File: src/design/ufic_pkg.sv
// constants, register layout and carriers of the serial port frame and irq config block
// assumes a byte-wide register port with addresses of ADDR_W bits
package ufic_pkg;

    // ------------------------------------------------------------
    // register map
    // ------------------------------------------------------------
    localparam int ADDR_W = 3;
    localparam logic [2:0] ADDR_FRAME_CFG = 3'h0;
    localparam logic [2:0] ADDR_IRQ_EN = 3'h1;
    localparam logic [2:0] ADDR_EVT_STATUS = 3'h2;
    localparam logic [2:0] ADDR_EVT_MASK = 3'h3;

    localparam logic [7:0] FRAME_CFG_RST = 8'h00;
    localparam logic [7:0] IRQ_EN_RST = 8'h00;
    localparam logic [7:0] EVT_STATUS_RST = 8'h00;
    localparam logic [7:0] EVT_MASK_RST = 8'h00;

    // ------------------------------------------------------------
    // field positions of irq enable, event status and event mask
    // ------------------------------------------------------------
    localparam int BIT_TX_EMPTY = 7;
    localparam int BIT_TX_DONE = 6;
    localparam int BIT_RX_FULL = 5;
    localparam int BIT_IDLE = 4;
    localparam int BIT_PAR_ERR = 3;
    localparam logic [7:0] IRQ_EN_WMASK = 8'hf0;
    localparam logic [7:0] EVT_WMASK = 8'hf8;

    // ------------------------------------------------------------
    // idle line bit counts
    // ------------------------------------------------------------
    localparam logic [3:0] IDLE_BITS_SHORT = 4'ha;
    localparam logic [3:0] IDLE_BITS_LONG = 4'hb;

    typedef struct packed {
        logic loop_select;
        logic stop_in_wait;
        logic single_wire_select;
        logic nine_bit;
        logic wake_addr_mark;
        logic idle_count_after_stop;
        logic parity_on;
        logic parity_odd_select;
    } ufic_frame_cfg_s;

    typedef struct packed {
        logic tx_empty_flag;
        logic tx_done_flag;
        logic rx_full_flag;
        logic idle_flag;
    } ufic_flags_s;

    typedef enum logic [2:0] {
        IDLE_ARM = 3'b001,
        IDLE_COUNT = 3'b010,
        IDLE_DONE = 3'b100
    } ufic_idle_e;

endpackage : ufic_pkg

File: src/design/ufic_core.sv
// serial port frame configuration, pin routing, parity, idle detect and irq gating
// assumes flags, bit ticks and characters come from transmitter/receiver logic on clk
//
// Functional notes
// - loop select 1 feeds transmitter output to receiver; 0 uses separate pins.
// - stop-in-wait 0 keeps port clocks running in wait; 1 freezes them.
// - single-wire select is ignored whenever loop select is 0.
// - loop set: 0 gives internal loop-back, 1 gives single wire on transmit pin.
// - length select 0 gives 8 data bits; 1 adds a ninth before stop.
// - wakeup method bit 0 idle-line, 1 address-mark.
// - idle needs 10 or 11 high bit times, counted after start or stop.
// - parity on generates and checks parity in the character msb.
// - parity type 0 even, 1 odd, counting all ones including parity bit.
// - transmit empty enable gates an interrupt from the transmit empty flag.
// - transmit done enable gates an interrupt from the transmit done flag.
// - receive full enable gates an interrupt from the receive full flag.
// - idle enable gates an interrupt from the idle flag.
// - interrupt enable register is readable and writable at any time.
// - frame config register is read/write, all bits reset to zero.
//
// Implementation choices: the address map and the plain strobed port.
`timescale 1ns/1ps
module ufic_core
    import ufic_pkg::*;
(
    input wire logic clk,
    input wire logic rstn,
    input wire logic [ADDR_W-1:0] addr,
    input wire logic [7:0] wdata,
    input wire logic wr,
    input wire logic rd,
    output logic [7:0] rdata,
    input wire logic tx_empty_flag,
    input wire logic tx_done_flag,
    input wire logic rx_full_flag,
    input wire logic cpu_wait,
    input wire logic tx_serial,
    input wire logic tx_dir,
    input wire logic rxd_pin_in,
    input wire logic txd_pin_in,
    output logic txd_pin_out,
    output logic txd_pin_oe,
    output logic rx_serial,
    input wire logic bit_tick,
    input wire logic rx_stop_seen,
    input wire logic [8:0] tx_char_in,
    output logic [8:0] tx_char_out,
    input wire logic [8:0] rx_char_in,
    input wire logic rx_char_valid,
    output logic rx_parity_err,
    output logic port_clk_run,
    output logic nine_bit_mode,
    output logic wake_addr_mark,
    output logic idle_flag,
    output logic irq
);

    // ------------------------------------------------------------
    // helpers
    // ------------------------------------------------------------
    // xor of the data bits below the parity position
    function automatic logic data_xor(input logic [8:0] c, input logic nine);
        return nine ? ^c[7:0] : ^c[6:0];
    endfunction : data_xor

    function automatic logic [8:0] with_parity(input logic [8:0] c, input ufic_frame_cfg_s f);
        logic [8:0] r;
        r = f.nine_bit ? c : {1'b0, c[7:0]};
        if (f.parity_on) begin
            if (f.nine_bit) begin
                r[8] = data_xor(c, 1'b1) ^ f.parity_odd_select;
            end else begin
                r[7] = data_xor(c, 1'b0) ^ f.parity_odd_select;
            end
        end
        return r;
    endfunction : with_parity

    // ------------------------------------------------------------
    // registers
    // ------------------------------------------------------------
    ufic_frame_cfg_s frame_cfg_q;
    logic [7:0] irq_en_q;
    logic [7:0] evt_status_q;
    logic [7:0] evt_mask_q;
    logic [7:0] rdata_q;
    logic [7:0] evt_set;
    logic [7:0] rdata_d;
    ufic_flags_s flags_prev_q;
    ufic_flags_s flags_now;

    always_ff @(posedge clk or negedge rstn) begin
        if (!rstn) begin
            frame_cfg_q <= ufic_frame_cfg_s'(FRAME_CFG_RST);
        end else if (wr && addr == ADDR_FRAME_CFG) begin
            frame_cfg_q <= ufic_frame_cfg_s'(wdata);
        end
    end

    // no gating on port state: software may rewrite enables mid-frame
    always_ff @(posedge clk or negedge rstn) begin
        if (!rstn) begin
            irq_en_q <= IRQ_EN_RST;
        end else if (wr && addr == ADDR_IRQ_EN) begin
            irq_en_q <= wdata & IRQ_EN_WMASK;
        end
    end

    always_ff @(posedge clk or negedge rstn) begin
        if (!rstn) begin
            evt_mask_q <= EVT_MASK_RST;
        end else if (wr && addr == ADDR_EVT_MASK) begin
            evt_mask_q <= wdata & EVT_WMASK;
        end
    end

    // sticky events; a new event wins over the clear-on-read
    always_ff @(posedge clk or negedge rstn) begin
        if (!rstn) begin
            evt_status_q <= EVT_STATUS_RST;
        end else if (rd && addr == ADDR_EVT_STATUS) begin
            evt_status_q <= evt_set;
        end else begin
            evt_status_q <= evt_status_q | evt_set;
        end
    end

    always_comb begin
        unique case (addr)
            ADDR_FRAME_CFG: rdata_d = frame_cfg_q;
            ADDR_IRQ_EN: rdata_d = irq_en_q;
            ADDR_EVT_STATUS: rdata_d = evt_status_q;
            ADDR_EVT_MASK: rdata_d = evt_mask_q;
            default: rdata_d = 8'h00;
        endcase
    end

    always_ff @(posedge clk or negedge rstn) begin
        if (!rstn) begin
            rdata_q <= 8'h00;
        end else begin
            rdata_q <= rd ? rdata_d : 8'h00;
        end
    end
    assign rdata = rdata_q;

    // ------------------------------------------------------------
    // pin synchronisers and routing
    // ------------------------------------------------------------
    logic rxd_s1_q, rxd_s2_q, txd_s1_q, txd_s2_q;
    logic rx_serial_q, txd_out_q, txd_oe_q;

    always_ff @(posedge clk or negedge rstn) begin
        if (!rstn) begin
            rxd_s1_q <= 1'b1;
            rxd_s2_q <= 1'b1;
            txd_s1_q <= 1'b1;
            txd_s2_q <= 1'b1;
        end else begin
            rxd_s1_q <= rxd_pin_in;
            rxd_s2_q <= rxd_s1_q;
            txd_s1_q <= txd_pin_in;
            txd_s2_q <= txd_s1_q;
        end
    end

    always_ff @(posedge clk or negedge rstn) begin
        if (!rstn) begin
            rx_serial_q <= 1'b1;
            txd_out_q <= 1'b1;
            txd_oe_q <= 1'b0;
        end else begin
            txd_out_q <= tx_serial;
            if (!frame_cfg_q.loop_select) begin
                rx_serial_q <= rxd_s2_q;
                txd_oe_q <= 1'b1;
            end else if (!frame_cfg_q.single_wire_select) begin
                rx_serial_q <= tx_serial;
                txd_oe_q <= 1'b1;
            end else begin
                // single wire: receiver hears the shared pin, direction set outside
                rx_serial_q <= txd_s2_q;
                txd_oe_q <= tx_dir;
            end
        end
    end
    assign rx_serial = rx_serial_q;
    assign txd_pin_out = txd_out_q;
    assign txd_pin_oe = txd_oe_q;

    // ------------------------------------------------------------
    // wait mode, format and wakeup controls
    // ------------------------------------------------------------
    logic clk_run_q, nine_q, wake_q;

    always_ff @(posedge clk or negedge rstn) begin
        if (!rstn) begin
            clk_run_q <= 1'b1;
            nine_q <= 1'b0;
            wake_q <= 1'b0;
        end else begin
            clk_run_q <= !(cpu_wait && frame_cfg_q.stop_in_wait);
            nine_q <= frame_cfg_q.nine_bit;
            wake_q <= frame_cfg_q.wake_addr_mark;
        end
    end
    assign port_clk_run = clk_run_q;
    assign nine_bit_mode = nine_q;
    assign wake_addr_mark = wake_q;

    // ------------------------------------------------------------
    // parity generation and check
    // ------------------------------------------------------------
    logic [8:0] tx_char_q;
    logic par_err_q, par_err_prev_q;

    always_ff @(posedge clk or negedge rstn) begin
        if (!rstn) begin
            tx_char_q <= 9'h000;
        end else begin
            tx_char_q <= with_parity(tx_char_in, frame_cfg_q);
        end
    end
    assign tx_char_out = tx_char_q;

    // check holds until the next character arrives
    always_ff @(posedge clk or negedge rstn) begin
        if (!rstn) begin
            par_err_q <= 1'b0;
        end else if (rx_char_valid) begin
            par_err_q <= frame_cfg_q.parity_on &&
                ((data_xor(rx_char_in, frame_cfg_q.nine_bit) ^
                  (frame_cfg_q.nine_bit ? rx_char_in[8] : rx_char_in[7]))
                 != frame_cfg_q.parity_odd_select);
        end
    end
    assign rx_parity_err = par_err_q;

    // ------------------------------------------------------------
    // idle line detector
    // ------------------------------------------------------------
    ufic_idle_e idle_st_q;
    logic [3:0] idle_cnt_q;
    logic [3:0] idle_target;
    logic idle_flag_q;
    logic idle_hit;

    assign idle_target = frame_cfg_q.nine_bit ? IDLE_BITS_LONG : IDLE_BITS_SHORT;
    assign idle_hit = idle_st_q == IDLE_COUNT && bit_tick && rx_serial_q &&
        idle_cnt_q == idle_target - 4'h1;

    // a low level restarts the count; after-stop mode waits for the stop bit
    always_ff @(posedge clk or negedge rstn) begin
        if (!rstn) begin
            idle_st_q <= IDLE_ARM;
            idle_cnt_q <= 4'h0;
        end else begin
            unique case (idle_st_q)
                IDLE_ARM: begin
                    idle_cnt_q <= 4'h0;
                    if (frame_cfg_q.idle_count_after_stop) begin
                        if (rx_stop_seen) begin
                            idle_st_q <= IDLE_COUNT;
                        end
                    end else if (rx_serial_q) begin
                        idle_st_q <= IDLE_COUNT;
                    end
                end
                IDLE_COUNT: begin
                    if (!rx_serial_q) begin
                        idle_st_q <= IDLE_ARM;
                    end else if (idle_hit) begin
                        idle_st_q <= IDLE_DONE;
                    end else if (bit_tick) begin
                        idle_cnt_q <= idle_cnt_q + 4'h1;
                    end
                end
                IDLE_DONE: begin
                    if (!rx_serial_q) begin
                        idle_st_q <= IDLE_ARM;
                    end
                end
                default: idle_st_q <= IDLE_ARM;
            endcase
        end
    end

    always_ff @(posedge clk or negedge rstn) begin
        if (!rstn) begin
            idle_flag_q <= 1'b0;
        end else if (idle_hit) begin
            idle_flag_q <= 1'b1;
        end else if (!rx_serial_q) begin
            idle_flag_q <= 1'b0;
        end
    end
    assign idle_flag = idle_flag_q;

    // ------------------------------------------------------------
    // interrupt gating
    // ------------------------------------------------------------
    logic irq_q;
    logic flag_req;

    assign flags_now = '{tx_empty_flag, tx_done_flag, rx_full_flag, idle_flag_q};

    always_ff @(posedge clk or negedge rstn) begin
        if (!rstn) begin
            {flags_prev_q, par_err_prev_q} <= '0;
        end else begin
            {flags_prev_q, par_err_prev_q} <= {flags_now, par_err_q};
        end
    end

    always_comb begin
        evt_set = 8'h00;
        evt_set[BIT_TX_EMPTY:BIT_IDLE] = flags_now & ~flags_prev_q;
        evt_set[BIT_PAR_ERR] = par_err_q && !par_err_prev_q;
    end

    assign flag_req = (tx_empty_flag && irq_en_q[BIT_TX_EMPTY]) ||
        (tx_done_flag && irq_en_q[BIT_TX_DONE]) ||
        (rx_full_flag && irq_en_q[BIT_RX_FULL]) ||
        (idle_flag_q && irq_en_q[BIT_IDLE]);

    // registered so the request line never glitches on flag edges
    always_ff @(posedge clk or negedge rstn) begin
        if (!rstn) begin
            irq_q <= 1'b0;
        end else begin
            irq_q <= flag_req || |(evt_status_q & evt_mask_q);
        end
    end
    assign irq = irq_q;
endmodule : ufic_core

File: config.mk
export PLATFORM = sky130hd
export DESIGN_NAME = ufic_core
export DESIGN_NICKNAME = d
export VERILOG_FILES = /design/src/design/ufic_pkg.sv /design/src/design/ufic_core.sv
export SDC_FILE = /design/constraint.sdc
export NUM_CORES = 1
export LEC_CHECK = 0
export ABC_AREA = 0
export ABC_CLOCK_PERIOD_IN_PS = 2000
export CELL_PAD_IN_SITES_DETAIL_PLACEMENT = 1
export CELL_PAD_IN_SITES_GLOBAL_PLACEMENT = 2
export CORE_MARGIN = 4
export CORE_UTILIZATION = 41
export DETAILED_ROUTE_END_ITERATION = 16
export DONT_BUFFER_PORTS = 1
export PLACE_DENSITY = 0.81
export SLEW_MARGIN = 20
export SYNTH_ARGS = -nofsm -noshare
export SYNTH_HDL_FRONTEND = slang
export SYNTH_SLANG_ARGS = --single-unit
File: constraint.sdc
create_clock -name clk -period 2 [get_ports clk]
set_input_delay 0.5 -clock clk [delete_from_list [all_inputs] [get_ports clk]]
set_output_delay 0.5 -clock clk [all_outputs]
set_load 0.005 [all_outputs]
==> results of run 1 <==
## critical path, cell delays in order (launching register included)
cell      delay [ps]
dfrtp_1          520
or3b_4           460
a211oi_4         300
nor3b_1          120
xnor2_1          140
nor2_1            50
## per-stage QoR
stage,instances,worst slack [ps],util [%]
global placement,277,343,43.5
detailed placement,277,293,43.5
CTS,294,269,46.6
finish,295,293,46.7
global route,295,200,46.7
floorplan,202,340,-
## registers in the layout, indices dropped and copies added, names as in the netlist, 3 cells and up
signal	cells
tx_char_out	9
irq_en_q	4
rdata	8
evt_status_q	5
idle_st_q	3
frame_cfg_q	8
flags_prev_q	4
evt_mask_q	5
idle_cnt_q	4
## Yosys cell counts, drive strengths merged, types with 2 or more instances
library cell  instances  area (um^2)
a21oi                 2         10.0
and2                  5         31.3
and3                  3         18.8
buf                   3         21.3
dfrtp                56         1400
dfstp                 8          210
inv                   6         22.5
mux2                 18          203
mux2i                13          130
nand2                11         43.8
nand2b                3         18.8
nand3                 5         25.0
nand3b                4         30.0
nand4b                2         17.5
nor2                  8         32.5
nor2b                 3         18.8
o21a                  2         15.0
o21ai                10         50.0
o22ai                 4         25.0
xnor2                15          131
xor2                  2         17.5
## area by class of cell
| class | count | area, um^2 | area share (%) |
|---|---|---|---|
| Multi-Input combinational cell | 128 | 1000 | 34.1 |
| Clock inverter | 3 | 17.5 | 0.595 |
| Clock buffer | 13 | 149 | 5.06 |
| Tap cell | 77 | 96.3 | 3.27 |
| Inverter | 6 | 22.5 | 0.765 |
| Timing Repair Buffer | 3 | 42.5 | 1.44 |
| Antenna cell | 1 | 2.50 | 0.0850 |
| Sequential cell | 64 | 1610 | 54.7 |
## power groups by stage
stage / clock network [W] / logic, W / registers (W)
6_report: 0.000944 / 0.000471 / 0.00166
5_1_grt: 0.00105 / 0.000526 / 0.00169
4_1_cts: 0.000980 / 0.000482 / 0.00167
3_5_place_dp: 0 / 0.000447 / 0.00169
3_3_place_gp: 0 / 0.000440 / 0.00168
2_1_floorplan: 0 / 0.000413 / 0.00162
## kinds of logic (layout without fill, tap and decap cells)
family                   after synthesis  in the layout  synth area share, %
AO/OA/AOI/OAI                         28             28                 7.42
XOR/XNOR                              17             17                 5.59
adder cells (fa/ha/maj)                1              1                0.470
buffers and inverters                 10             25                 1.79
flip-flops                            64             64                 60.5
multiplexers                          31             31                 12.5
other                                  0              1                    0
AND/OR/NAND/NOR                       51             51                 11.7
## metal layers
| metal | routed length [um] | track usage (%) |
|---|---|---|
| met1 | 2160 | 17.6 |
| met2 | 2630 | 23.8 |
| met3 | 435 | 8.85 |
| met4 | 48 | 4.12 |
| met5 | 20 | 0 |
## what timing repair did
item,CTS,global route
hold buffers,1,0
endpoints found under the hold margin,64,0
gates resized for setup,0,0
## worst min-delay path by stage
stage / endpoint / slack [ps] / cells after the start
6_report: rdata[3] / 40 / 1
2_1_floorplan: evt_mask_q[3] / 200 / 0
3_5_place_dp: rdata[3] / 210 / 0
4_1_cts: irq_en_q[6] / 40 / 1
5_1_grt: flags_prev_q[3] / 30 / 1
3_3_place_gp: rdata[3] / 210 / 0
==> results_dict.tcl, run 1 <==
set metrics [dict create \
    total_power_w 0.00308 \
    grt_pass1_wl_um 8670 \
    whs_ps 44.3 \
    finalSetupViolCount 0 \
    initialDrtViolationCount 52 \
    yosysUniqueCellTypes 44 \
    die_h_um 88.6 \
    antenna_found_initial 2 \
    ioPinCount 70 \
    dieArea_um2 7850 \
    dp_hpwl_um 3930 \
    drtPass1Iterations 4 \
    grt_max_degree 65 \
    ys_ff_latch 64 \
    netlist_instances 202 \
    arrival_ps 1920 \
    synth_area_per_cell_um2 13.2 \
    fmax_mhz 586 \
    cts_setup_buffers 0 \
    p_leak_nw 1.27 \
    crit_type "reg -> reg" \
    end_kind "register" \
    maxCapViolCount 0 \
    crit_path_start_kind "register" \
    cts_tree "built" \
    drcViolationCount 0 \
    finalCriticalPeriod_ps 1710 \
    swShare_pct 27.1 \
    globalplace.congestion 0.726 \
    p_per_area_nw_per_um2 1050 \
    power_switching_w 0.000833 \
    numCtsBuffers 9 \
    clockBufferDepth 2 \
    combPwrFrac_pct 15.3 \
    outcome "complete, no violations" \
    nets 257 \
    irDropWorstVdd_uv 575 \
    fin_area_um2 2950 \
    async_flop_share_pct 100 \
    hold_class "in -> async" \
    dpl_cell_area_um2 2750 \
    finalHoldViolCount 0 \
    syn_area_um2 2660 \
    gr-total-overflow 0 \
    p_clk_share_pct 30.7 \
    core-area_um2 6310 \
    worstRegToRegCells 5 \
    final_common_cell "dfrtp_1" \
    regToRegSetupSlack_ps 290 \
    finalSetupTns_ps 0 \
    drive_gt1_share_pct 23.0 \
    drtAntennaViolNets 0 \
    final-max-slew-violation-count 0 \
    root_buffer "clkbuf_8" \
    grt_pass1_vias 1627 \
    rsz0062_at_grt "no" \
    wl_per_cell_um 18.0 \
    reg2reg_to "idle_cnt_q[2]" \
    setup.worst_path.end "idle_cnt_q[2]" \
    final_cell_mix "56 x dfrtp_1, 18 x mux2_2, 15 x xnor2_1" \
    placementRows 29 \
    viasPerCell 5.18 \
    start_util_pct 42.2 \
    synth_edf_count 0 \
    die_x_um 88.6 \
    synthToLayoutAreaGrowth_pct 10.6 \
    max_slew.worst_pin.slew_ps 381 \
    seqPwrFrac_pct 54.0 \
    power.internal_w 0.00225 \
    syn-num-nets 247 \
    dominantRegCellSynth "dfrtp_1" \
    min_period_over_period_pct 85.3 \
    cts_sinks 64 \
    fin_skew_ps 6.83 \
    timing.slew.headroom_pct 74.6 \
    grt.total_usage_pct 15.1 \
    finalWirelength_um 5300 \
    htreeDepth 3 \
    critPathRequiredTime_ps 2220 \
    io_buffers 0 \
    startpoint "frame_cfg_q[4]" \
    nFillCells 664 \
    crit_fanout 11 \
    insertion_delay_ps 330 \
    rr_startpoint "frame_cfg_q[4]" \
    via_count 1529 \
    path_clk_slew_ps 70 \
    ys_seq_area_share_pct 60.5 \
    yosysWarningCount 0 \
]
(Power assumes the default switching activity.)
==> run 2, diff against run 1 <==
HOLD_SLACK_MARGIN = 0.08   (was default)
==> run 2 against run 1 <==
Worst hold slack improved by 110 ps. Utilization rose by 0.16 points. Critical path type unchanged. Via count rose by 0.26%. Sequential power about the same. Non-clock buffer count grew 1. Wire length rose by 0.57%.
==> results_dict.tcl, run 2 (same netlist as run 1, synthesis figures left out) <==
set metrics [dict create \
    outcome "complete, no violations" \
    antenna_found_initial 2 \
    place_ws_ps 293 \
    drtPass1Iterations 4 \
    grt_pass1_wl_um 8690 \
    rr_startpoint "frame_cfg_q[4]" \
    clockBufferDepth 2 \
    finalCriticalPeriod_ps 1710 \
    crit_type "reg -> reg" \
    final-max-slew-violation-count 0 \
    placementRows 29 \
    drt-met1-wl_um 2160 \
    numCtsBuffers 9 \
    final_cell_mix "56 x dfrtp_1, 18 x mux2_2, 15 x xnor2_1" \
    critPathRequiredTime_ps 2220 \
    synthToLayoutAreaGrowth_pct 11.0 \
    finalSetupViolCount 0 \
    die_x_um 88.6 \
    route.met3.wl_um 442 \
    largest_reg_flops 9 \
    fin_skew_ps 6.88 \
    wl_met2_um 2660 \
    grt_max_degree 65 \
    drtAntennaViolNets 0 \
    wl_per_cell_um 18.0 \
    combPwrFrac_pct 15.4 \
    root_buffer "clkbuf_8" \
    crit_fanout 11 \
    regArea_um2 1610 \
    finalSetupTns_ps 0 \
    max_slew.worst_pin.slew_ps 381 \
    p_per_area_nw_per_um2 1040 \
    worst_path_largest_cell_delay_ps 520 \
    finalWirelength_um 5330 \
    timing.slew.headroom_pct 74.6 \
    drcViolationCount 0 \
    via_count 1533 \
    power.internal_w 0.00225 \
    cts_tree "built" \
    power_switching_w 0.000835 \
    min_to "rxd_s1_q" \
    start_util_pct 42.2 \
    dp_hpwl_um 3930 \
    holdPathStages 0 \
    cpMaxStageDelayCell "dfrtp_1" \
    ioPinCount 70 \
    arrival_ps 1920 \
    setup_ws_ps 294 \
    dieArea_um2 7850 \
    irDropWorstVdd_uv 575 \
    crit_path_start_kind "register" \
    worstRegToRegCells 5 \
    drive_gt1_share_pct 22.9 \
    multi_input_area_um2 1000 \
    htreeDepth 3 \
    insertion_delay_ps 330 \
    crit_chain "or3b_4 -> a211oi_4 -> nor3b_1 -> xnor2_1 -> nor2_1" \
    initialDrtViolationCount 70 \
    fmax_mhz 586 \
    globalplace.congestion 0.726 \
    swShare_pct 27.1 \
    cts_sinks 64 \
    min_period_over_period_pct 85.3 \
    p_clk_share_pct 30.6 \
    top_layer "met5" \
    nets 258 \
    regToRegSetupSlack_ps 290 \
    hold_class "in -> reg" \
    io_buffers 0 \
    die_h_um 88.6 \
    grt_pass1_vias 1635 \
    p_leak_nw 1.27 \
    final_common_cell "dfrtp_1" \
    hold_start "rxd_pin_in" \
    reg2reg_to "idle_cnt_q[2]" \
    grt.total_usage_pct 15.1 \
    nFillCells 663 \
    path_clk_slew_ps 70 \
    end_kind "register" \
    gr-total-overflow 0 \
    core-area_um2 6310 \
    viasPerCell 5.18 \
    finalHoldViolCount 0 \
    rsz0062_at_grt "no" \
    seqPwrFrac_pct 54.0 \
    maxCapViolCount 0 \
]
## run 2: cell types whose count changed in the layout (fill, tap and decap cells not counted), sizes merged
cell         delta
dlygate4sd3     +1
## run 2: layer usage
layer  track usage, %  vias up
li1                 -      730
met1             17.6      752
met2             23.9       43
met3             8.85        6
met4             4.12        2
met5                0        -
## run 2: metrics by stage
step / util, % / total power [W] / std cells / instance area [um^2] / hold WS (ps)
after global placement: 43.5 / 0.00212 / 277 / 2750 / 206
final: 46.8 / 0.00308 / 296 / 2960 / 157
after floorplan: - / 0.00204 / 202 / 2660 / 204
after global routing: 46.8 / 0.00327 / 296 / 2960 / 117
after CTS: 46.8 / 0.00313 / 295 / 2950 / 134
after detailed placement: 43.5 / 0.00214 / 277 / 2750 / 206
## run 2: timing repair
item / CTS / global route
gates resized for setup: 0 / 0
endpoints found under the hold margin: 64 / 0
hold buffers: 2 / 0
setup buffers: 0 / 0
## run 2: final cells by class
class | instances | area share, %
antenna | 1 | 0.0847
sequential | 64 | 54.5
clock inverter | 3 | 0.593
timing repair buffer | 4 | 1.78
inverter | 6 | 0.762
tap | 77 | 3.26
multi-input combinational | 128 | 34.0
clock buffer | 13 | 5.04
## run 2: power groups by stage
stage	clock, W	sequential [W]	combinational (W)
finish	0.000944	0.00166	0.000474
global route	0.00105	0.00169	0.000529
global placement	0	0.00168	0.000440
detailed placement	0	0.00169	0.000447
floorplan	0	0.00162	0.000413
CTS	0.000980	0.00167	0.000484
## run 2: worst max-delay path, delay by kind of cell, from the launching register on
kind | cells | cell delay (ps)
AND/OR/NAND/NOR | 3 | 630
flip-flops | 1 | 520
AO/OA/AOI/OAI | 1 | 300
XOR/XNOR | 1 | 140
## run 2: worst max path at each step
stage / from / end / slack (ps) / depth (start not counted)
after floorplan: addr[1] / frame_cfg_q[0] / 340 / 3
after global placement: frame_cfg_q[4] / idle_cnt_q[2] / 340 / 5
after detailed placement: frame_cfg_q[4] / idle_cnt_q[2] / 290 / 5
after CTS: frame_cfg_q[4] / idle_cnt_q[2] / 270 / 5
after global routing: frame_cfg_q[4] / idle_cnt_q[2] / 200 / 5
final: frame_cfg_q[4] / idle_cnt_q[2] / 290 / 5
